### config.mk
export PLATFORM = sky130hd
export DESIGN_NAME = ectl_access_ctrl
export DESIGN_NICKNAME = d
export VERILOG_FILES = /design/src/ectl_pkg.sv /design/src/ectl_access_ctrl.sv /design/src/ectl_clkdiv.sv /design/src/ectl_byteio.sv
export SDC_FILE = /design/constraint.sdc
export NUM_CORES = 1
export LEC_CHECK = 0
export ABC_AREA = 1
export BUFFER_PORTS_ARGS = -buffer_cell sky130_fd_sc_hd__buf_4
export CORE_UTILIZATION = 50
export DETAILED_ROUTE_END_ITERATION = 6
export GPL_ROUTABILITY_DRIVEN = 0
export MAX_ROUTING_LAYER = met4
export PLACE_DENSITY_LB_ADDON = 0.05
export SYNTH_ARGS = -nofsm -noshare
export SYNTH_HDL_FRONTEND = slang
export SYNTH_HIERARCHICAL = 1
export SYNTH_SLANG_ARGS = --single-unit
### constraint.sdc
create_clock -name clk_sys -period 3.1 [get_ports clk_sys]
set_input_delay 0.31 -clock clk_sys [delete_from_list [all_inputs] [get_ports clk_sys]]
set_output_delay 0.31 -clock clk_sys [all_outputs]
set_load 0.01 [all_outputs]
### src/ectl_pkg.sv
package ectl_pkg;
  // Register byte offsets
  localparam logic [7:0] ADDR_CTL = 8'h70;
  localparam logic [7:0] ADDR_IST = 8'h80;
  localparam logic [7:0] ADDR_ICLR = 8'h84;
  localparam logic [7:0] ADDR_IEN = 8'h88;
  // Control/status field positions
  localparam int B_START = 0;
  localparam int B_DIR = 1;
  localparam int B_ERR = 2;
  localparam int B_CMPL = 3;
  localparam int B_DIV = 4;
  localparam int B_ALDIS = 6;
  localparam int B_FAST = 7;
  localparam int B_BUSY = 8;
  localparam int B_ADR = 9;
  localparam int B_DAT = 16;
  // Reset values
  localparam logic [1:0] RST_DIV = 2'h0;
  localparam logic RST_ALDIS = 1'b0;
  localparam logic RST_FAST = 1'b1;
  localparam logic RST_DIR = 1'b0;
  localparam logic [6:0] RST_ADR = 7'h00;
  localparam logic [15:0] RST_DAT = 16'h0000;
  // Serial clock divisors of the core clock, per divider code
  localparam int DIV_C0 = 4096;
  localparam int DIV_C1 = 2048;
  localparam int DIV_C2 = 1024;
  localparam int DIV_C3 = 128;
  localparam int PHASES = 4;
  localparam int FAST_SHIFT = 5;
  // Interrupt status bits
  localparam int IRQ_SW = 0;
  localparam int IRQ_ERR = 1;
  localparam int IRQ_AL = 2;
  localparam int IRQ_W = 3;
  // Serial device select bytes
  localparam logic [7:0] DEV_WR = 8'hA0;
  localparam logic [7:0] DEV_RD = 8'hA1;
  // Byte engine operations
  typedef enum logic [1:0] {
    OP_START = 2'h0,
    OP_STOP = 2'h1,
    OP_TX = 2'h2,
    OP_RX = 2'h3
  } ectl_op_t;
endpackage : ectl_pkg

### src/ectl_access_ctrl.sv
module ectl_access_ctrl #(
  parameter int AL_WORDS = 16
) (
  input wire logic clk_sys,
  input wire logic rst,
  input wire logic psel,
  input wire logic penable,
  input wire logic pwrite,
  input wire logic [7:0] paddr,
  input wire logic [31:0] pwdata,
  output logic [31:0] prdata,
  output logic pready,
  output logic pslverr,
  output logic irq,
  output logic ee_scl,
  input wire logic ee_sda_i,
  output logic ee_sda_o,
  output logic ee_sda_oe,
  output logic al_valid,
  output logic [6:0] al_index,
  output logic [15:0] al_word
);
  typedef enum logic [10:0] {
    S_IDLE = 11'h001,
    S_STA = 11'h002,
    S_DEV = 11'h004,
    S_ADR = 11'h008,
    S_RSTA = 11'h010,
    S_DEVR = 11'h020,
    S_RDH = 11'h040,
    S_RDL = 11'h080,
    S_WRH = 11'h100,
    S_WRL = 11'h200,
    S_STO = 11'h400
  } ectl_st_t;

  ectl_st_t st_r;
  ectl_st_t st_nxt;
  logic issued_r;
  logic fail_r;
  logic al_pend_r;
  logic al_busy_r;
  logic [6:0] al_idx_r;
  logic start_r;
  logic dir_r;
  logic err_r;
  logic cmpl_r;
  logic [1:0] div_r;
  logic aldis_r;
  logic fast_r;
  logic [6:0] addr_r;
  logic [15:0] data_r;
  logic [7:0] hi_r;
  logic [7:0] lo_r;
  logic [2:0] ist_r;
  logic [2:0] ien_r;
  logic irq_r;
  logic [31:0] prdata_r;
  logic pready_r;
  logic pslverr_r;
  logic sda_s1_r;
  logic sda_s2_r;
  logic sda_o_r;
  logic al_valid_r;
  logic [6:0] al_index_r;
  logic [15:0] al_word_r;

  wire tick;
  wire bio_done;
  wire bio_ack;
  wire [7:0] bio_rx;
  wire bio_go;
  wire [1:0] bio_op;
  wire [7:0] bio_tx;
  wire bio_ackout;
  wire is_tx_st;
  wire nack;
  wire al_start;
  wire sw_start;
  wire cyc_end;
  wire al_last;
  wire al_next;
  wire al_fin;
  wire sw_fin;
  wire rd_ok;
  wire [6:0] cyc_addr;
  wire cyc_wr;
  wire setup;
  wire acc;
  wire wr_acc;
  wire hit_ctl;
  wire hit_ist;
  wire hit_iclr;
  wire hit_ien;
  wire mapped;
  wire [31:0] ctl_rd;
  wire [31:0] rd_mux;
  wire ctl_wr;
  wire ctl_free;
  wire sw_go;
  wire [2:0] ev;
  wire [2:0] ist_clr;

  // APB decode; zero-wait access, pready answers in the access phase
  assign setup = psel && !penable;
  assign acc = psel && penable && pready_r;
  assign wr_acc = acc && pwrite;
  assign hit_ctl = (paddr == ectl_pkg::ADDR_CTL);
  assign hit_ist = (paddr == ectl_pkg::ADDR_IST);
  assign hit_iclr = (paddr == ectl_pkg::ADDR_ICLR);
  assign hit_ien = (paddr == ectl_pkg::ADDR_IEN);
  assign mapped = hit_ctl || hit_ist || hit_iclr || hit_ien;
  assign ctl_rd = {data_r, addr_r, al_busy_r, fast_r, aldis_r, div_r, cmpl_r, err_r, dir_r, start_r};
  assign rd_mux = hit_ctl ? ctl_rd :
                  hit_ist ? {29'h0, ist_r} :
                  hit_ien ? {29'h0, ien_r} : 32'h0;
  assign ctl_wr = wr_acc && hit_ctl;
  // Address, direction and data hold still while a software access runs
  assign ctl_free = ctl_wr && !start_r;
  assign sw_go = ctl_wr && pwdata[ectl_pkg::B_START] && !start_r;

  // Cycle sequencing
  assign cyc_addr = al_busy_r ? al_idx_r : addr_r;
  assign cyc_wr = !al_busy_r && dir_r;
  assign bio_go = (st_r != S_IDLE) && !issued_r;
  assign bio_op = (st_r == S_STA || st_r == S_RSTA) ? ectl_pkg::OP_START :
                  (st_r == S_STO) ? ectl_pkg::OP_STOP :
                  (st_r == S_RDH || st_r == S_RDL) ? ectl_pkg::OP_RX : ectl_pkg::OP_TX;
  assign bio_tx = (st_r == S_DEV) ? ectl_pkg::DEV_WR :
                  (st_r == S_DEVR) ? ectl_pkg::DEV_RD :
                  (st_r == S_ADR) ? {1'b0, cyc_addr} :
                  (st_r == S_WRH) ? data_r[15:8] :
                  (st_r == S_WRL) ? data_r[7:0] : 8'h00;
  // Acknowledge the high byte, not the last one
  assign bio_ackout = (st_r == S_RDH);
  assign is_tx_st = (st_r == S_DEV) || (st_r == S_ADR) || (st_r == S_DEVR) ||
                    (st_r == S_WRH) || (st_r == S_WRL);
  assign nack = bio_done && is_tx_st && !bio_ack;
  assign al_start = (st_r == S_IDLE) && al_pend_r && !aldis_r;
  assign sw_start = (st_r == S_IDLE) && !al_pend_r && start_r;
  assign cyc_end = (st_r == S_STO) && bio_done;
  assign al_last = (al_idx_r == 7'(AL_WORDS - 1));
  // Setting the disable bit ends a running autoload after the word in flight
  assign al_next = cyc_end && al_busy_r && !fail_r && !al_last && !aldis_r;
  assign al_fin = cyc_end && al_busy_r && (fail_r || al_last || aldis_r);
  assign sw_fin = cyc_end && !al_busy_r;
  assign rd_ok = sw_fin && !dir_r && !fail_r;
  assign ev = {al_fin, nack, sw_fin};
  assign ist_clr = (wr_acc && hit_iclr) ? pwdata[2:0] : 3'h0;

  assign prdata = prdata_r;
  assign pready = pready_r;
  assign pslverr = pslverr_r;
  assign irq = irq_r;
  assign ee_sda_o = sda_o_r;
  assign al_valid = al_valid_r;
  assign al_index = al_index_r;
  assign al_word = al_word_r;

  ectl_clkdiv #(
    .CW(11)
  ) u_div (
    .clk_sys(clk_sys),
    .rst(rst),
    .sel(div_r),
    .fast(fast_r && al_busy_r),
    .tick(tick)
  );

  ectl_byteio u_bio (
    .clk_sys(clk_sys),
    .rst(rst),
    .tick(tick),
    .op_valid(bio_go),
    .op(bio_op),
    .tx_byte(bio_tx),
    .ack_out(bio_ackout),
    .sda_in(sda_s2_r),
    .done(bio_done),
    .ack_ok(bio_ack),
    .rx_byte(bio_rx),
    .scl(ee_scl),
    .sda_oe(ee_sda_oe)
  );

  always_comb begin
    st_nxt = st_r;
    case (st_r)
      S_IDLE: if (al_start || sw_start) st_nxt = S_STA;
      S_STA: if (bio_done) st_nxt = S_DEV;
      S_DEV: if (bio_done) st_nxt = nack ? S_STO : S_ADR;
      S_ADR: if (bio_done) st_nxt = nack ? S_STO : (cyc_wr ? S_WRH : S_RSTA);
      S_RSTA: if (bio_done) st_nxt = S_DEVR;
      S_DEVR: if (bio_done) st_nxt = nack ? S_STO : S_RDH;
      S_RDH: if (bio_done) st_nxt = S_RDL;
      S_RDL: if (bio_done) st_nxt = S_STO;
      S_WRH: if (bio_done) st_nxt = nack ? S_STO : S_WRL;
      S_WRL: if (bio_done) st_nxt = S_STO;
      S_STO: if (bio_done) st_nxt = al_next ? S_STA : S_IDLE;
      default: st_nxt = S_IDLE;
    endcase
  end

  always_ff @(posedge clk_sys) begin
    if (rst) begin
      st_r <= S_IDLE;
      issued_r <= 1'b0;
      sda_s1_r <= 1'b1;
      sda_s2_r <= 1'b1;
      sda_o_r <= 1'b0;
    end else begin
      st_r <= st_nxt;
      issued_r <= bio_done ? 1'b0 : (issued_r || bio_go);
      sda_s1_r <= ee_sda_i;
      sda_s2_r <= sda_s1_r;
      sda_o_r <= 1'b0;
    end
  end

  always_ff @(posedge clk_sys) begin
    if (rst) begin
      fail_r <= 1'b0;
      err_r <= 1'b0;
      hi_r <= 8'h00;
      lo_r <= 8'h00;
    end else begin
      fail_r <= (st_r == S_IDLE) ? 1'b0 : (fail_r || nack);
      if (nack) begin
        err_r <= 1'b1;
      end else if (al_start || sw_start) begin
        err_r <= 1'b0;
      end
      if (bio_done && st_r == S_RDH) begin
        hi_r <= bio_rx;
      end
      if (bio_done && st_r == S_RDL) begin
        lo_r <= bio_rx;
      end
    end
  end

  // Autoload runs once after reset unless disabled by then
  always_ff @(posedge clk_sys) begin
    if (rst) begin
      al_pend_r <= 1'b1;
      al_busy_r <= 1'b0;
      al_idx_r <= 7'h00;
      cmpl_r <= 1'b0;
      al_valid_r <= 1'b0;
      al_index_r <= 7'h00;
      al_word_r <= 16'h0000;
    end else begin
      if (st_r == S_IDLE) begin
        al_pend_r <= 1'b0;
      end
      if (al_start) begin
        al_busy_r <= 1'b1;
      end else if (al_fin) begin
        al_busy_r <= 1'b0;
      end
      if (al_start) begin
        al_idx_r <= 7'h00;
      end else if (al_next) begin
        al_idx_r <= al_idx_r + 7'h01;
      end
      if (al_start) begin
        cmpl_r <= 1'b0;
      end else if (al_fin && !fail_r && al_last) begin
        cmpl_r <= 1'b1;
      end
      al_valid_r <= cyc_end && al_busy_r && !fail_r;
      if (cyc_end && al_busy_r) begin
        al_index_r <= al_idx_r;
        al_word_r <= {hi_r, lo_r};
      end
    end
  end

  always_ff @(posedge clk_sys) begin
    if (rst) begin
      start_r <= 1'b0;
      dir_r <= ectl_pkg::RST_DIR;
      div_r <= ectl_pkg::RST_DIV;
      aldis_r <= ectl_pkg::RST_ALDIS;
      fast_r <= ectl_pkg::RST_FAST;
      addr_r <= ectl_pkg::RST_ADR;
      data_r <= ectl_pkg::RST_DAT;
    end else begin
      if (sw_go) begin
        start_r <= 1'b1;
      end else if (sw_fin) begin
        start_r <= 1'b0;
      end
      if (ctl_wr) begin
        div_r <= pwdata[ectl_pkg::B_DIV +: 2];
        aldis_r <= pwdata[ectl_pkg::B_ALDIS];
        fast_r <= pwdata[ectl_pkg::B_FAST];
      end
      if (ctl_free) begin
        dir_r <= pwdata[ectl_pkg::B_DIR];
        addr_r <= pwdata[ectl_pkg::B_ADR +: 7];
      end
      if (rd_ok) begin
        data_r <= {hi_r, lo_r};
      end else if (ctl_free) begin
        data_r <= pwdata[ectl_pkg::B_DAT +: 16];
      end
    end
  end

  // Events set sticky status; a clear in the same cycle loses
  always_ff @(posedge clk_sys) begin
    if (rst) begin
      ist_r <= 3'h0;
      ien_r <= 3'h0;
      irq_r <= 1'b0;
      prdata_r <= 32'h0;
      pready_r <= 1'b0;
      pslverr_r <= 1'b0;
    end else begin
      ist_r <= (ist_r & ~ist_clr) | ev;
      if (wr_acc && hit_ien) begin
        ien_r <= pwdata[2:0];
      end
      irq_r <= |(ist_r & ien_r);
      pready_r <= setup;
      pslverr_r <= setup && !mapped;
      if (setup) begin
        prdata_r <= rd_mux;
      end
    end
  end
endmodule : ectl_access_ctrl

### src/ectl_clkdiv.sv
module ectl_clkdiv #(
  parameter int CW = 11
) (
  input wire logic clk_sys,
  input wire logic rst,
  input wire logic [1:0] sel,
  input wire logic fast,
  output logic tick
);
  localparam logic [CW-1:0] Q0 = CW'(ectl_pkg::DIV_C0 / ectl_pkg::PHASES);
  localparam logic [CW-1:0] Q1 = CW'(ectl_pkg::DIV_C1 / ectl_pkg::PHASES);
  localparam logic [CW-1:0] Q2 = CW'(ectl_pkg::DIV_C2 / ectl_pkg::PHASES);
  localparam logic [CW-1:0] Q3 = CW'(ectl_pkg::DIV_C3 / ectl_pkg::PHASES);

  logic [CW-1:0] cnt_r;
  logic tick_r;
  wire [CW-1:0] qtr;
  wire [CW-1:0] eff;
  wire [CW-1:0] load;

  // One tick per quarter of a serial clock period
  assign qtr = (sel == 2'h0) ? Q0 : (sel == 2'h1) ? Q1 : (sel == 2'h2) ? Q2 : Q3;
  assign eff = fast ? (qtr >> ectl_pkg::FAST_SHIFT) : qtr;
  assign load = eff - CW'(1);
  assign tick = tick_r;

  always_ff @(posedge clk_sys) begin
    if (rst) begin
      cnt_r <= '0;
      tick_r <= 1'b0;
    end else if (cnt_r == '0) begin
      cnt_r <= load;
      tick_r <= 1'b1;
    end else begin
      cnt_r <= cnt_r - CW'(1);
      tick_r <= 1'b0;
    end
  end
endmodule : ectl_clkdiv

### src/ectl_byteio.sv
module ectl_byteio (
  input wire logic clk_sys,
  input wire logic rst,
  input wire logic tick,
  input wire logic op_valid,
  input wire logic [1:0] op,
  input wire logic [7:0] tx_byte,
  input wire logic ack_out,
  input wire logic sda_in,
  output logic done,
  output logic ack_ok,
  output logic [7:0] rx_byte,
  output logic scl,
  output logic sda_oe
);
  logic run_r;
  logic [1:0] ph_r;
  logic [3:0] bit_r;
  logic [1:0] op_r;
  logic [7:0] sh_r;
  logic scl_r;
  logic oe_r;
  logic done_r;
  logic ack_r;
  wire is_byte;
  wire last_bit;
  wire fin;
  wire drive_bit;
  wire oe_p0;
  wire scl_nxt;
  wire oe_nxt;

  assign is_byte = (op_r == ectl_pkg::OP_TX) || (op_r == ectl_pkg::OP_RX);
  assign last_bit = (bit_r == 4'h8);
  assign fin = (ph_r == 2'h3) && (!is_byte || last_bit);
  // Ninth bit: released to read the acknowledge, or driven as ours
  assign drive_bit = (op_r == ectl_pkg::OP_TX) ? (!last_bit && !sh_r[7]) : (last_bit && ack_out);
  assign oe_p0 = (op_r == ectl_pkg::OP_START) ? 1'b0 : (op_r == ectl_pkg::OP_STOP) ? 1'b1 : drive_bit;
  assign scl_nxt = (ph_r == 2'h1) || (ph_r == 2'h2) || (ph_r == 2'h3 && op_r == ectl_pkg::OP_STOP);
  assign oe_nxt = (ph_r == 2'h0) ? oe_p0 :
                  (ph_r == 2'h2 && op_r == ectl_pkg::OP_START) ? 1'b1 :
                  (ph_r == 2'h2 && op_r == ectl_pkg::OP_STOP) ? 1'b0 : oe_r;
  assign done = done_r;
  assign ack_ok = ack_r;
  assign rx_byte = sh_r;
  assign scl = scl_r;
  assign sda_oe = oe_r;

  always_ff @(posedge clk_sys) begin
    if (rst) begin
      run_r <= 1'b0;
      ph_r <= 2'h0;
      bit_r <= 4'h0;
      op_r <= 2'h0;
      sh_r <= 8'h00;
      scl_r <= 1'b1;
      oe_r <= 1'b0;
      done_r <= 1'b0;
      ack_r <= 1'b1;
    end else begin
      done_r <= 1'b0;
      if (!run_r && op_valid) begin
        run_r <= 1'b1;
        op_r <= op;
        sh_r <= tx_byte;
        ph_r <= 2'h0;
        bit_r <= 4'h0;
      end else if (run_r && tick) begin
        scl_r <= scl_nxt;
        oe_r <= oe_nxt;
        ph_r <= ph_r + 2'h1;
        if (ph_r == 2'h2 && is_byte && !last_bit) begin
          sh_r <= {sh_r[6:0], sda_in};
        end
        if (ph_r == 2'h2 && last_bit) begin
          ack_r <= !sda_in;
        end
        if (ph_r == 2'h3) begin
          bit_r <= bit_r + 4'h1;
        end
        if (fin) begin
          run_r <= 1'b0;
          done_r <= 1'b1;
        end
      end
    end
  end
endmodule : ectl_byteio

==> impl_summary.log <==
[metrics] number of DRC markers in iteration 0: about 500
[metrics] Port Buffers: ~100
[metrics] number of levels the H-tree was split into: 4
[metrics] later-pin clock latency in the skew report: 0.44 ns
[metrics] Worst Max-Slew Pin Slew: a little under 0.7 ns
[metrics] adder-cell share of the synthesized area: 1.306%
[metrics] reg2reg start: st_r[1]$_SDFFE_PP0P_
[metrics] Post-route DRC: 0
[metrics] post-synthesis cell count: about 1.1k
[metrics] launch point of the critical path: st_r[1]$_SDFFE_PP0P_
[metrics] path type of the worst min-delay path: in2reg
[metrics] Max stage delay on crit path: about 0.47 ns
[metrics] count of buffering cells on the critical path with inverters included: 1
[metrics] mean area per synthesized cell: roughly 7.3 um2
[metrics] top-level port count: ~110
[metrics] largest cells by area after synthesis: sky130_fd_sc_hd__dfxtp_1 44%, sky130_fd_sc_hd__nand2_1 11%, sky130_fd_sc_hd__a21oi_1 8.0%, sky130_fd_sc_hd__o21ai_0 6.7%, sky130_fd_sc_hd__inv_1 5.5%
[metrics] area fraction in and, or, nand and nor cells after synthesis: about a quarter
[metrics] power density over the cells: about 630 nW/um2
[metrics] Synth area leader: sky130_fd_sc_hd__dfxtp_1
[metrics] Hold Path Origin: ee_sda_i
[metrics] Num CTS Buffers: 17
[metrics] Die Y-Extent: about 130 um
[metrics] count of antenna-violating nets left after detailed routing: 0
[metrics] die area: around 16000 um2
[metrics] Max stage delay cell, worst path: sky130_fd_sc_hd__nand3_2
[metrics] DIE WIDTH: roughly 130 um
[metrics] Leak: a little under 0.004 uW
[metrics] setup repair bufs after CTS: 0
[metrics] largest net degree at the start of global routing: 46
[metrics] GRT Overall Usage: between 20% and 30%
[metrics] via density per instance: 5.312
[metrics] final setup violation count: 0
[metrics] via count of the first global-routing pass: between 6k and 7k
[metrics] worst hold path stage count: 2
[metrics] Mapped Area: around 7700 um2
[metrics] achievable clock frequency: 456.4 MHz
[metrics] Hold Slack: between 0.05 and 0.06 ns
[metrics] Worst Setup End Kind: flop
[metrics] post-synthesis register bit count: between 150 and 200
[metrics] fraction of layout cells with a size suffix above 1: between 10% and 20%
[metrics] library cells used by synthesis: a little over 40
[metrics] sequential fraction of the synthesis area: between 40% and 50%
[metrics] count of max-cap constraint violations: 0
[metrics] run status: finished clean
[metrics] Longest Clk Path Bufs: 2
[metrics] area share of the largest cell type after synthesis: between 40% and 50%
[metrics] RSZ-0062 raised after global routing: false
[metrics] stages on the worst setup path: 10
[metrics] area grow syn2layout: 19.36%
[metrics] Post-Route Setup TNS: 0 ns
[metrics] CTS Root Buffer Type: sky130_fd_sc_hd__clkbuf_16
[metrics] sinks on the clock net: around 170
[metrics] number of buffers inserted for hold repair after clock tree synthesis: 0
[metrics] final critical-path required period: roughly 2.2 ns
[metrics] number of antenna violations at the first check in global routing: 0
[metrics] clock transition at the register clock pins on the worst setup and hold paths after CTS: around 0.070 ns
[metrics] Std-Cell Core Area: roughly 15000 um2
[metrics] combinational family with the most area after synthesis: simple AND/OR/NAND/NOR gates
[metrics] series of cell instances along the critical path: nor2_2, nand2_2, nor2_4, nand2_4, nor2_4, inv_1, nor2_2, nand3_2, o21ai_0, a31oi_1
[metrics] depth of the worst register-to-register path: 10
[metrics] post-cts sizing count: 0
[metrics] count of inserted antenna diode cells: 0
[metrics] max-slew violation count: 0
[metrics] Net count, final: approximately 1.2k
[metrics] Arrival @ worst endpoint: ~2.5 ns
[metrics] relative slew slack: a little under three fifths
[metrics] total via count after detailed routing: 7108
[metrics] post-synthesis xor/xnor area fraction: less than 1%
[metrics] net count after synthesis: about 1.1k
[metrics] Starting Density: 51.94%
[metrics] wire per inst: between 10 and 15 um
[metrics] setup skew after layout: 0.01115 ns
[metrics] Total Power Consumption: ~5800 uW
[metrics] TritonRoute pass-1 iters: 5
[metrics] Max Fanout on Critical Path: 32
[metrics] dominant delay contributor by cell family on the critical path: simple AND/OR/NAND/NOR gates
[metrics] total number of placement rows: 44
[metrics] share of the synthesized area in compound gates (AO/OA/AOI/OAI): between 10% and 20%
[metrics] first-pass GRT wire length: roughly 33000 um
[metrics] DP Wirelength: around 14000 um
[metrics] sum of overflow across all layers after global routing: 0
[metrics] Critical Path RT: 3.40 ns
[metrics] Final period util: a little over two thirds
[metrics] wire length after detailed routing: between 15000 and 20000 um
[metrics] number of warnings printed during yosys synthesis: 6
[metrics] nature of the critical path startpoint: flop
[metrics] number of hold violations in the final report: 0
[metrics] critical path class: reg2reg
[metrics] post-synthesis mux area share: 0%
[metrics] CTS tree: built
[metrics] Max IR drop VDD: 0.4275 mV
[layout make-up]
class,count,area (um2)
Tap cell,184,230.2
Timing Repair Buffer,113,848.3
Inverter,123,466.7
Clock buffer,17,425.4
Multi-Input combinational cell,717,3640
Fill cell,1390,5607
Sequential cell,169,3383
Clock inverter,15,153.9
[cells in the final DEF, fill, tap and decap left out, types with 4 or more instances in the layout]
master	n
sky130_fd_sc_hd__ha_1	8
sky130_fd_sc_hd__nand4_1	10
sky130_fd_sc_hd__inv_6	6
sky130_fd_sc_hd__nor3_1	11
sky130_fd_sc_hd__o211ai_1	5
sky130_fd_sc_hd__o311ai_0	4
sky130_fd_sc_hd__dfxtp_1	169
sky130_fd_sc_hd__a21oi_1	123
sky130_fd_sc_hd__buf_4	113
sky130_fd_sc_hd__clkinv_4	5
sky130_fd_sc_hd__o21ai_1	7
sky130_fd_sc_hd__nand2_2	15
sky130_fd_sc_hd__clkbuf_16	17
sky130_fd_sc_hd__o21ai_0	103
sky130_fd_sc_hd__nand3_2	5
sky130_fd_sc_hd__nor2_2	9
sky130_fd_sc_hd__inv_2	9
sky130_fd_sc_hd__a21oi_2	8
sky130_fd_sc_hd__nor2_4	12
sky130_fd_sc_hd__nand2_1	233
sky130_fd_sc_hd__nor2_1	68
sky130_fd_sc_hd__nand3_1	48
sky130_fd_sc_hd__nand2_4	5
sky130_fd_sc_hd__inv_1	112
sky130_fd_sc_hd__a31oi_1	17
[layer usage]
layer  global-route usage (%)  up-vias  routed length [um]
li1                         -     3644                   -
met1                    36.95     3245                9758
met2                    40.36      203                8620
met3                    6.032       16                1228
met4                    6.166        0                 209
met5                        -        -                   0
[cell families (layout without fill, tap and decap cells)]
kind of cell	after synthesis	in the layout
flip-flops	169	169
adder cells (fa/ha/maj)	8	8
AO/OA/AOI/OAI	279	279
XOR/XNOR	3	3
buffers and inverters	166	268
other	1	1
AND/OR/NAND/NOR	426	426
[cell usage after synthesis]
library cell and count:
sky130_fd_sc_hd__nor2_1 69, sky130_fd_sc_hd__o211ai_1 5, sky130_fd_sc_hd__nor3_2 3, sky130_fd_sc_hd__nand2_1 233
sky130_fd_sc_hd__a211oi_1 1, sky130_fd_sc_hd__buf_2 13, sky130_fd_sc_hd__buf_4 1, sky130_fd_sc_hd__clkinv_1 1
sky130_fd_sc_hd__clkinv_4 1, sky130_fd_sc_hd__buf_1 4, sky130_fd_sc_hd__or2_2 2, sky130_fd_sc_hd__nor2_4 11
sky130_fd_sc_hd__nor2_8 1, sky130_fd_sc_hd__a31oi_1 17, sky130_fd_sc_hd__nor2_2 9, sky130_fd_sc_hd__nor4_1 3
sky130_fd_sc_hd__o211ai_2 1, sky130_fd_sc_hd__xor2_1 3, sky130_fd_sc_hd__dfxtp_1 169, sky130_fd_sc_hd__nand3_1 48
sky130_fd_sc_hd__nand4_1 10, sky130_fd_sc_hd__a21oi_1 123, sky130_fd_sc_hd__o21a_1 1, sky130_fd_sc_hd__nand4_4 1
sky130_fd_sc_hd__o311ai_0 4, sky130_fd_sc_hd__ha_1 8, sky130_fd_sc_hd__o2111ai_1 2, sky130_fd_sc_hd__nand2_4 5
sky130_fd_sc_hd__conb_1 1, sky130_fd_sc_hd__a21oi_2 8, sky130_fd_sc_hd__nand2_2 15, sky130_fd_sc_hd__o21ai_0 103
sky130_fd_sc_hd__o21ai_1 7, sky130_fd_sc_hd__nand3_2 5, sky130_fd_sc_hd__clkbuf_1 25, sky130_fd_sc_hd__a221o_1 3
sky130_fd_sc_hd__a41oi_1 3, sky130_fd_sc_hd__inv_2 8, sky130_fd_sc_hd__inv_1 113, sky130_fd_sc_hd__nor3_1 11
sky130_fd_sc_hd__o21bai_2 1
[registers in the layout, indices dropped and copies added, names as in the netlist, 2 cells and up]
register       cells
ist_r              3
lo_r               8
al_idx_r           7
prdata            32
ien_r              3
u_bio/bit_r        4
hi_r               8
u_bio/op_r         2
data_r            16
u_div/cnt_r       11
al_word           16
addr_r             7
st_r              11
u_bio/ph_r         2
div_r              2
al_index           7
u_bio/rx_byte      8
[per-stage QoR]
step	area [um2]	std cells	utilization [%]	setup slack (ns)
floorplan	7664	1052	-	0.9787
global route	9148	1338	62.00	0.6090
finish	9148	1338	62.00	0.9088
detailed placement	8568	1306	58.07	0.9303
CTS	9148	1338	62.00	0.9105
global placement	8568	1306	58.07	0.9995
[worst paths after layout]
path	end	slack [ns]
max	data_r[9]$_SDFFE_PP0P_	0.91
min	sda_s1_r$_SDFF_PP1_	0.06
min reg2reg	al_valid$_SDFF_PP0_	0.43
max reg2reg	data_r[9]$_SDFFE_PP0P_	0.91
[report_power, final]
group,switching [uW],internal [uW]
Clock,1000,1070
Sequential,109,2310
Combinational,883,421
Power figures use the tool's default switching activity.
